$ cat src/hdl/ubd_pkg.sv
// Package with offsets, field layouts and reset values of the baud divisor block.
package ubd_pkg;
  localparam logic [2:0] UBD_OFF_DIV_LOW = 3'h0;
  localparam logic [2:0] UBD_OFF_DIV_HIGH = 3'h1;
  localparam logic [2:0] UBD_OFF_LINE_CTRL = 3'h3;
  localparam logic [2:0] UBD_OFF_SCRATCH = 3'h7;
  localparam int UBD_DLAB_BIT = 7;
  localparam int UBD_PRESC_LSB = 3;
  localparam int UBD_PRESC_W = 5;
  localparam int UBD_SAMPLE_W = 4;
  localparam int UBD_OVERSAMPLE = 16;
  localparam logic [7:0] UBD_LCR_RESET = 8'h00;
  localparam logic [7:0] UBD_SCRATCH_RESET = 8'h00;
  localparam logic [15:0] UBD_DIV_RESET = 16'h0001;
  localparam logic [4:0] UBD_PRESC_RESET = 5'h01;
  localparam logic [3:0] UBD_SAMPLE_RESET = 4'h0;
  localparam logic [3:0] UBD_SAMPLE_FAST = 4'h4;
  localparam int UBD_SAMPLE_DEFAULT_DIV = 16;
endpackage : ubd_pkg

$ cat src/hdl/ubd_divider.sv
// Reloadable divider producing a one-cycle enable every div_i clock enables.
`timescale 1ns/100ps
`default_nettype none
module ubd_divider #(
  parameter int WIDTH = 16
) (
  // Clock and reset
  input wire logic mclk_i,
  input wire logic srst_i,
  // Control
  input wire logic restart_i,
  input wire logic en_i,
  input wire logic [WIDTH-1:0] div_i,
  // Output
  output logic tick_o
);
  logic [WIDTH-1:0] count;
  logic [WIDTH-1:0] limit;

  // A divisor of zero behaves as one so the tick never stalls.
  assign limit = (div_i == '0) ? WIDTH'(1) : div_i;

  always_ff @(posedge mclk_i) begin
    if (srst_i || restart_i) begin
      count <= '0;
      tick_o <= 1'b0;
    end else if (en_i) begin
      if (count >= limit - WIDTH'(1)) begin
        count <= '0;
        tick_o <= 1'b1;
      end else begin
        count <= count + WIDTH'(1);
        tick_o <= 1'b0;
      end
    end else begin
      tick_o <= 1'b0;
    end
  end
endmodule : ubd_divider
`default_nettype wire

$ cat src/hdl/ubd_baud_divisor.sv
// Baud divisor latch, scratch register, prescaler and 16x sample tick generator.
`timescale 1ns/100ps
`default_nettype none
module ubd_baud_divisor
  import ubd_pkg::*;
#(
  parameter int DIV_W = 16
) (
  // Clock and reset
  input wire logic mclk_i,
  input wire logic srst_i,
  // Register port
  input wire logic [2:0] addr_i,
  input wire logic wr_i,
  input wire logic rd_i,
  input wire logic [7:0] wdata_i,
  output logic [7:0] rdata_o,
  output logic rhit_o,
  // Extended settings from the indexed control registers
  input wire logic presc_wr_i,
  input wire logic [7:0] presc_data_i,
  input wire logic sample_wr_i,
  input wire logic [3:0] sample_data_i,
  input wire logic presc_enable_i,
  // Outputs to the rest of the UART
  output logic dlab_o,
  output logic [7:0] index_offset_o,
  output logic [4:0] presc_o,
  output logic [3:0] sample_o,
  output logic tick16_o
);
  // Register state.
  logic [7:0] line_control_register;
  logic [7:0] scratch_pad;
  logic [7:0] baud_divisor_low;
  logic [7:0] baud_divisor_high;
  logic [4:0] clock_prescaler_register;
  logic [3:0] sample_clock_register;

  // Strobes and ticks.
  logic wr_line_ctrl;
  logic wr_scratch;
  logic wr_div_low;
  logic wr_div_high;
  logic div_write;
  logic presc_tick;
  logic baud_en;
  logic baud_tick;
  logic [DIV_W-1:0] divisor;

  // Write decode. The divisor bytes share their offsets with data and interrupt registers
  // elsewhere in the UART, so they only take a write while the access bit is set.
  assign wr_line_ctrl = wr_i && (addr_i == UBD_OFF_LINE_CTRL);
  assign wr_scratch = wr_i && (addr_i == UBD_OFF_SCRATCH);
  assign wr_div_low = wr_i && dlab_o && (addr_i == UBD_OFF_DIV_LOW);
  assign wr_div_high = wr_i && dlab_o && (addr_i == UBD_OFF_DIV_HIGH);
  assign div_write = wr_div_low || wr_div_high;

  assign dlab_o = line_control_register[UBD_DLAB_BIT];
  assign divisor = DIV_W'({baud_divisor_high, baud_divisor_low});

  // Only the divisor access bit is used here; the rest of the byte is held for readback.
  always_ff @(posedge mclk_i) begin
    if (srst_i) begin
      line_control_register <= UBD_LCR_RESET;
    end else if (wr_line_ctrl) begin
      line_control_register <= wdata_i;
    end
  end

  always_ff @(posedge mclk_i) begin
    if (srst_i) begin
      scratch_pad <= UBD_SCRATCH_RESET;
    end else if (wr_scratch) begin
      scratch_pad <= wdata_i;
    end
  end

  assign index_offset_o = scratch_pad;

  // Each byte has its own enable so a write to one never disturbs the other.
  // Software must write both bytes; the tick runs on a half-updated value in between.
  always_ff @(posedge mclk_i) begin
    if (srst_i) begin
      baud_divisor_low <= UBD_DIV_RESET[7:0];
    end else if (wr_div_low) begin
      baud_divisor_low <= wdata_i;
    end
  end

  always_ff @(posedge mclk_i) begin
    if (srst_i) begin
      baud_divisor_high <= UBD_DIV_RESET[15:8];
    end else if (wr_div_high) begin
      baud_divisor_high <= wdata_i;
    end
  end

  // The prescaler keeps only its five-bit field; the low bits of the byte are dropped.
  always_ff @(posedge mclk_i) begin
    if (srst_i) begin
      clock_prescaler_register <= UBD_PRESC_RESET;
    end else if (presc_wr_i) begin
      clock_prescaler_register <= presc_data_i[UBD_PRESC_LSB +: UBD_PRESC_W];
    end
  end

  always_ff @(posedge mclk_i) begin
    if (srst_i) begin
      sample_clock_register <= UBD_SAMPLE_RESET;
    end else if (sample_wr_i) begin
      sample_clock_register <= sample_data_i;
    end
  end

  assign presc_o = clock_prescaler_register;
  assign sample_o = sample_clock_register;

  // Offsets 2, 4, 5 and 6 belong to other parts of the UART and never answer here.
  always_comb begin
    rhit_o = 1'b0;
    if (rd_i) begin
      case (addr_i)
        UBD_OFF_DIV_LOW: begin
          rhit_o = dlab_o;
        end
        UBD_OFF_DIV_HIGH: begin
          rhit_o = dlab_o;
        end
        UBD_OFF_LINE_CTRL: begin
          rhit_o = 1'b1;
        end
        UBD_OFF_SCRATCH: begin
          rhit_o = 1'b1;
        end
        default: begin
          rhit_o = 1'b0;
        end
      endcase
    end
  end

  // Read mux; offsets 0 and 1 answer only while the divisor access bit is set.
  // The data is combinational, so the host must hold address and strobe while it samples.
  always_comb begin
    rdata_o = 8'h00;
    if (rd_i) begin
      case (addr_i)
        UBD_OFF_DIV_LOW: begin
          rdata_o = dlab_o ? baud_divisor_low : 8'h00;
        end
        UBD_OFF_DIV_HIGH: begin
          rdata_o = dlab_o ? baud_divisor_high : 8'h00;
        end
        UBD_OFF_LINE_CTRL: begin
          rdata_o = line_control_register;
        end
        UBD_OFF_SCRATCH: begin
          rdata_o = scratch_pad;
        end
        default: begin
          rdata_o = 8'h00;
        end
      endcase
    end
  end

  // Prescaler stage: when enabled, the reference is divided by the prescaler field.
  ubd_divider #(
    .WIDTH(5)
  ) u_presc (
    .mclk_i(mclk_i),
    .srst_i(srst_i),
    .restart_i(div_write),
    .en_i(presc_enable_i),
    .div_i(clock_prescaler_register),
    .tick_o(presc_tick)
  );

  // Without the prescaler every reference clock counts toward the divisor.
  assign baud_en = presc_enable_i ? presc_tick : 1'b1;

  // Divisor stage clocked by the prescaler enable or straight by the reference.
  ubd_divider #(
    .WIDTH(DIV_W)
  ) u_baud (
    .mclk_i(mclk_i),
    .srst_i(srst_i),
    .restart_i(div_write),
    .en_i(baud_en),
    .div_i(divisor),
    .tick_o(baud_tick)
  );

  // Each divided tick is one sixteenth of a bit, so it is the 16x tick itself.
  // A tick landing in a divisor write cycle still belongs to the old divisor and is dropped.
  // The sample-clock register is only stored and exported; it does not shorten the tick.
  always_ff @(posedge mclk_i) begin
    if (srst_i) begin
      tick16_o <= 1'b0;
    end else begin
      tick16_o <= baud_tick && !div_write;
    end
  end
endmodule : ubd_baud_divisor
`default_nettype wire

$ cat config.mk
export PLATFORM = sky130hd
export DESIGN_NAME = ubd_baud_divisor
export DESIGN_NICKNAME = d
export VERILOG_FILES = /design/src/hdl/ubd_pkg.sv /design/src/hdl/ubd_divider.sv /design/src/hdl/ubd_baud_divisor.sv
export SDC_FILE = /design/constraint.sdc
export NUM_CORES = 1
export LEC_CHECK = 0
export ABC_AREA = 0
export BUFFER_PORTS_ARGS = -buffer_cell sky130_fd_sc_hd__buf_4
export CAP_MARGIN = 5
export CORE_MARGIN = 4
export CORE_UTILIZATION = 55
export DETAILED_ROUTE_END_ITERATION = 8
export GPL_TIMING_DRIVEN = 0
export PLACE_DENSITY = 0.78
export SYNTH_ARGS = -nofsm -noshare
export SYNTH_HDL_FRONTEND = slang
export SYNTH_SLANG_ARGS = --single-unit
$ cat constraint.sdc
create_clock -name mclk_i -period 5 [get_ports mclk_i]
set_input_delay 0.5 -clock mclk_i [delete_from_list [all_inputs] [get_ports mclk_i]]
set_output_delay 0.5 -clock mclk_i [all_outputs]
set_load 0.01 [all_outputs]
==> results.md, run 1 <==
- Netlist cell types: 44
- Flop pwr share: 0.491
- Unrepaired setup endpoints after global routing: no
- GPL Wtd Cong: about 0.9
- Post-CTS Hold Buffers: 0
- Fill count: between 500 and 600
- Layout area overhead: 18.5%
- # resized after CTS: 0
- Sequential area share after synthesis: 0.362
- Minimum clock period: between 4 and 5 ns
- CP Max Fanout: 10
- Syn Nets: approximately 470
- Final #Nets: 530
- Clk_skew: between 0.01 and 0.015 ns
- Cell with the most instances after synthesis: dfxtp_1
- Root buf cell: clkbuf_8
- Crit path required time: between 5 and 6 ns
- Core area: between 6000 and 7000 um2
- GRT Resource Usage Total: 0.236
- Commonest cells in the netlist: dfxtp_1, nand2_1, nor2_1
- Combinational power share: 0.101
- Final hold violation count: 0
- Initial DRC Count: between 80 and 90
- Std cell rows: 29
- Setup bufs post-CTS: 0
- Clk slew on worst S/H paths: roughly 0.08 ns
- Post-DRT Antenna Nets: 0
- Top-area cell type share of the netlist area: 0.362
- F_max: 235 MHz
- VDD IR max: approximately 190 uV
- Worst Hold Class: primary input to flop
- Post-synth EDFFs: 0
- Slew @ Worst Pin: ~0.70 ns
- Switch Pwr: roughly 290 uW
- Synth area leaders: dfxtp_1, mux2i_1, ha_1
- First-pass GRT wire length: 14600 um
- Vias/cell: 5.72
- Slowest CP cell: or4_1
- Drt pass-1 iters: 5
- Static leakage: 0.00174 uW
- Period utilization: 0.852
- H-tree depth: 3
- Clock network power share: 0.408
- Synth area leader: dfxtp_1
- Max-cap violations: 0
- Skew-Pair Late Insertion Delay: between 0.3 and 0.4 ns
- Post-synth design cell area: 3600 um2
- Top_reg_cell synth: dfxtp_1
- Routed vias: roughly 3200
- Crit path cell chain: or4_1 > nor2_1 > or4b_4 > nor2_4 > nor2_1 > ha_1 > nand2_1 > nor2_1 > nand2_1 > xor2_1 > ha_1 > nand4_1 > or2_2 > a2111oi_1 > o41a_1 > buf_6 > nor3_1
- Run status: finished clean
- Syn Inst Count: 414
- Max-slew headroom: 0.525
- Initial antenna violation count: 0
- Share of cells above drive strength 1: 0.167
- Tot Pwr: 1100 uW
- I/O Buffers: 50
- Sw frac: 0.263
- Final WL: approximately 8600 um
- Setup TNS: 0 ns
- Pwr per Cell Area: 257 nW/um2
- Async set-or-reset flop fraction in the synthesized netlist: 0
- WL/cell: 15.4 um
- Setup-failing EPs final: 0
- Die Ht: around 90 um
- Initial core utilization: 0.567
- CTS Buffer Depth: 2
- Grt ovf: 0
- Seq. cell area: 1300 um2
- TritonCTS buffer count: 9
- DRC viols: 0
- Crit. End Element: flop
- Chip width: between 80 and 90 um
- Dpl hpwl: roughly 6500 um
- Internal power: between 800 and 900 uW
- Pins Over Slew Limit: 0
- WP data arrival: approximately 4.5 ns
- Antenna cells: 0
- Vias in the first global route: 3180
- CP Launch Type: flop
- Die Area: a little under 8000 um2
- Clock sinks: 65
- I/O Pins: 58
- Avg Cell Area, Syn: ~8.7 um2
- CTS tree: done
- Most used cell, CP: nor2_1
- Largest net degree at the start of global routing: 13
- Yosys warnings: 0
- Crit-path max cell delay: 0.56 ns
- Worst Path Class, Setup: flop to flop
- Footprint of the multi-input gates: between 2000 and 2500 um2
- #FFs+latches synth: 65
[routing by layer]
| layer | global-route usage | wire length (um) | vias to the layer above |
|---|---|---|---|
| li1 | - | - | 1578 |
| met1 | 0.285 | 3730 | 1504 |
| met2 | 0.409 | 4330 | 83 |
| met3 | 0.0382 | 346 | 16 |
| met4 | 0.110 | 159 | 0 |
| met5 | 0 | 0 | - |
[sequential cells by signal, indices dropped and copies added, names as in the netlist]
name	cells
presc_o	5
tick16_o	1
sample_o	4
index_offset_o	8
u_presc.tick_o	1
baud_divisor_low	8
u_presc.count	5
u_baud.count	16
u_baud.tick_o	1
baud_divisor_high	8
line_control_register	8
[cells by family after synthesis]
kind of cell	Yosys count	synth area share
adder cells (fa/ha/maj)	25	0.0870
flip-flops	65	0.362
buffers and inverters	25	0.0292
multiplexers	40	0.111
XOR/XNOR	31	0.0755
AO/OA/AOI/OAI	53	0.0970
AND/OR/NAND/NOR	175	0.238
[final timing paths]
check | cells after the start | slack, ns | from | end
min | 2 | 0.34 | presc_data_i[3] | presc_o[0]
max reg2reg | 17 | 0.74 | baud_divisor_low[4] | u_baud.count[12]
min reg2reg | 1 | 0.44 | u_baud.tick_o | tick16_o
max | 17 | 0.74 | baud_divisor_low[4] | u_baud.count[12]
[critical path: cells and delay by family, from the launching register on]
| family | cells | cell delay (ns) |
|---|---|---|
| simple gates | 11 | 2.20 |
| fa+ha+maj | 2 | 0.52 |
| xor+xnor | 1 | 0.06 |
| compound gates | 2 | 0.73 |
| flops | 1 | 0.38 |
| buf+inv | 1 | 0.20 |
[metrics by stage]
step                hold WS (ns)  worst slack [ns]  instances  cell area [um2]   util
global placement           0.411             0.827        541             4070  0.641
CTS                        0.330             0.760        556             4260  0.671
floorplan                  0.406              1.18        414             3600      -
finish                     0.336             0.739        556             4260  0.671
global route               0.349             0.308        556             4260  0.671
detailed placement         0.427             0.803        541             4070  0.641
[cells in the final DEF (no fill, tap or decap), types with 4 or more instances in the layout]
master    instances
a21o_1            5
a21oi_1          24
and2_1            6
buf_4            50
clkbuf_1         12
clkbuf_8          9
dfxtp_1          65
ha_1             25
inv_1             7
mux2i_1          40
nand2_1          49
nand2b_1          4
nand3_1          10
nand4_1          11
nor2_1           49
nor3_1           21
o21ai_0           4
o22a_1            7
xnor2_1          17
xor2_1           14
[power by group through the flow]
| stage | Clock [uW] | Combinational (uW) | Sequential (uW) |
|---|---|---|---|
| 6_report | 447 | 111 | 538 |
| 5_1_grt | 468 | 122 | 540 |
| 4_1_cts | 450 | 111 | 538 |
| 3_5_place_dp | 0 | 110 | 550 |
| 3_3_place_gp | 0 | 107 | 550 |
| 2_1_floorplan | 0 | 62.8 | 551 |
[cell type report]
cell class	count	area share
Clock buffer	9	0.0291
Inverter	7	0.00616
Multi-Input combinational cell	324	0.514
Tap cell	77	0.0226
Sequential cell	65	0.305
Clock inverter	6	0.0164
Timing Repair Buffer	50	0.0881
Buffer	18	0.0185
No activity file was read; power rests on OpenSTA's default activity.
==> inputs of run 2 (changes only) <==
RECOVER_POWER = 100   (was unset)
==> results.md, run 2 (synthesis gave the netlist of run 1 again) <==
- Pins Over Slew Limit: 0
- Die Ht: roughly 89 um
- Largest net degree at the start of global routing: 13
- Routed vias: around 3200
- Chip width: 88.9 um
- Vias in the first global route: 3180
- Slowest CP cell: or4_1
- F_max: 231 MHz
- Tot Pwr: around 1100 uW
- Antenna cells: 0
- Drt pass-1 iters: 4
- Clk slew on worst S/H paths: about 0.08 ns
- Family with the most delay on the worst path: simple AND/OR/NAND/NOR gates
- Crit path required time: around 5.2 ns
- CP Launch Type: flop
- Final WL: 8530 um
- VDD IR max: approximately 180 uV
- Max FFs per register: 16
- Most frequent cells in the layout: dfxtp_1, nor2_1, nand2_1, clkbuf_1, mux2i_1
- Initial DRC Count: ~90
- Unrepaired setup endpoints after global routing: no
- Min-Delay Path Depth: 2
- Layout area overhead: 15.0%
- Max-slew headroom: 0.519
- Crit path cell chain: or4_1 > nor2_1 > or4b_1 > nor2_1 > nor2_1 > ha_1 > nand2_1 > nor2_1 > nand2_1 > xor2_1 > ha_1 > nand4_1 > or2_2 > a2111oi_1 > o41a_1 > buf_6 > nor3_1
- Commonest non-fill, non-tap cell in the layout: dfxtp_1
- CTS tree: done
- Post-CTS Hold Buffers: 0
- Root buf cell: clkbuf_8
- Dpl hpwl: around 6500 um
- Skew-Pair Late Insertion Delay: ~0.36 ns
- Die Area: 7900 um2
- Worst Path Class, Setup: flop to flop
- CP Max Fanout: 10
- Stages on worst setup path: 17
- Static leakage: around 0.0016 uW
- Pwr per Cell Area: approximately 260 nW/um2
- Grt ovf: 0
- DRC viols: 0
- Setup-failing EPs final: 0
- Setup bufs post-CTS: 0
- Fill count: between 500 and 600
- Final hold violation count: 0
- Share of cells above drive strength 1: 0.0981
- Most used cell, CP: nor2_1
- Core area: roughly 6300 um2
- Clock sinks: 65
- Run status: finished clean
- Setup TNS: 0 ns
- Crit-path max cell delay: ~0.56 ns
- Register bank with the most flops: u_baud.count
- Post-DRT Antenna Nets: 0
- Initial antenna violation count: 0
- WP data arrival: between 4 and 5 ns
- Vias/cell: 5.71
- Initial core utilization: 0.567
- WL/cell: between 15 and 20 um
- Max-cap violations: 0
- TritonCTS buffer count: 9
- First-pass GRT wire length: ~15000 um
- I/O Pins: just under 60
- H-tree depth: 3
- # resized after CTS: 0
- Slew @ Worst Pin: roughly 0.71 ns
- I/O Buffers: 50
- GPL Wtd Cong: about 0.88
- GRT Resource Usage Total: 0.236
- Worst path bufs/invs: 1
- CTS Buffer Depth: 2
- Clk_skew: approximately 0.011 ns
- Worst Hold Class: primary input to flop
- Final #Nets: 530
- R2R depth: 17
- Period utilization: 0.866
- Crit. End Element: flop
- Minimum clock period: between 4 and 5 ns
- Std cell rows: 29
-- run 2: cell count changes in the layout (fill, tap and decap cells not counted), sizes merged --
cell	previous run	this run
buf	56	25
clkbuf	21	52
-- run 2: where the power goes --
| part | internal, uW | total [uW] | switching, uW |
|---|---|---|---|
| registers | 529 | 538 | 9.63 |
| clock network | 229 | 447 | 218 |
| logic | 44.5 | 105 | 60.4 |
| total | 802 | 1090 | 288 |
-- run 2: routing by layer --
layer	track usage	vias up	part of all wire
met5	0	-	0
met1	0.285	1499	0.44
li1	-	1581	-
met3	0.0382	12	0.034
met2	0.409	81	0.50
met4	0.110	0	0.020
-- run 2: area by class of cell --
type	count	area, um2	area share
clock buffer	9	124	0.0300
inverter	7	26.3	0.00635
multi-input combinational	324	2170	0.525
buffer	18	77.6	0.0188
sequential	65	1300	0.315
clock inverter	6	70.1	0.0169
timing repair buffer	50	270	0.0654
tap	77	96.3	0.0233
-- run 2: metrics by stage --
stage,hold slack [ns],setup WS [ns],cells,utilization,area (um2)
detailed placement,0.427,0.803,541,0.641,4070
CTS,0.330,0.760,556,0.671,4260
finish,0.338,0.671,556,0.651,4140
global placement,0.411,0.827,541,0.641,4070
global route,0.349,0.190,556,0.651,4140
floorplan,0.406,1.18,414,-,3600
-- run 2: worst paths after layout --
path              slack, ns           startpoint               end
setup / recovery       0.67  baud_divisor_low[4]  u_baud.count[12]
hold / removal         0.34      presc_data_i[3]        presc_o[0]
setup reg to reg       0.67  baud_divisor_low[4]  u_baud.count[12]
hold reg to reg        0.44        u_baud.tick_o          tick16_o
-- run 2: worst register-to-register path, cell delays in order (launching register included) --
cell and delay [ns]:
dfxtp_1 0.38, or4_1 0.56, nor2_1 0.13, or4b_1 0.51
nor2_1 0.17, nor2_1 0.09, ha_1 0.21, nand2_1 0.12
nor2_1 0.11, nand2_1 0.09, xor2_1 0.06, ha_1 0.31
nand4_1 0.11, or2_2 0.33, a2111oi_1 0.35, o41a_1 0.38
buf_6 0.20, nor3_1 0.06
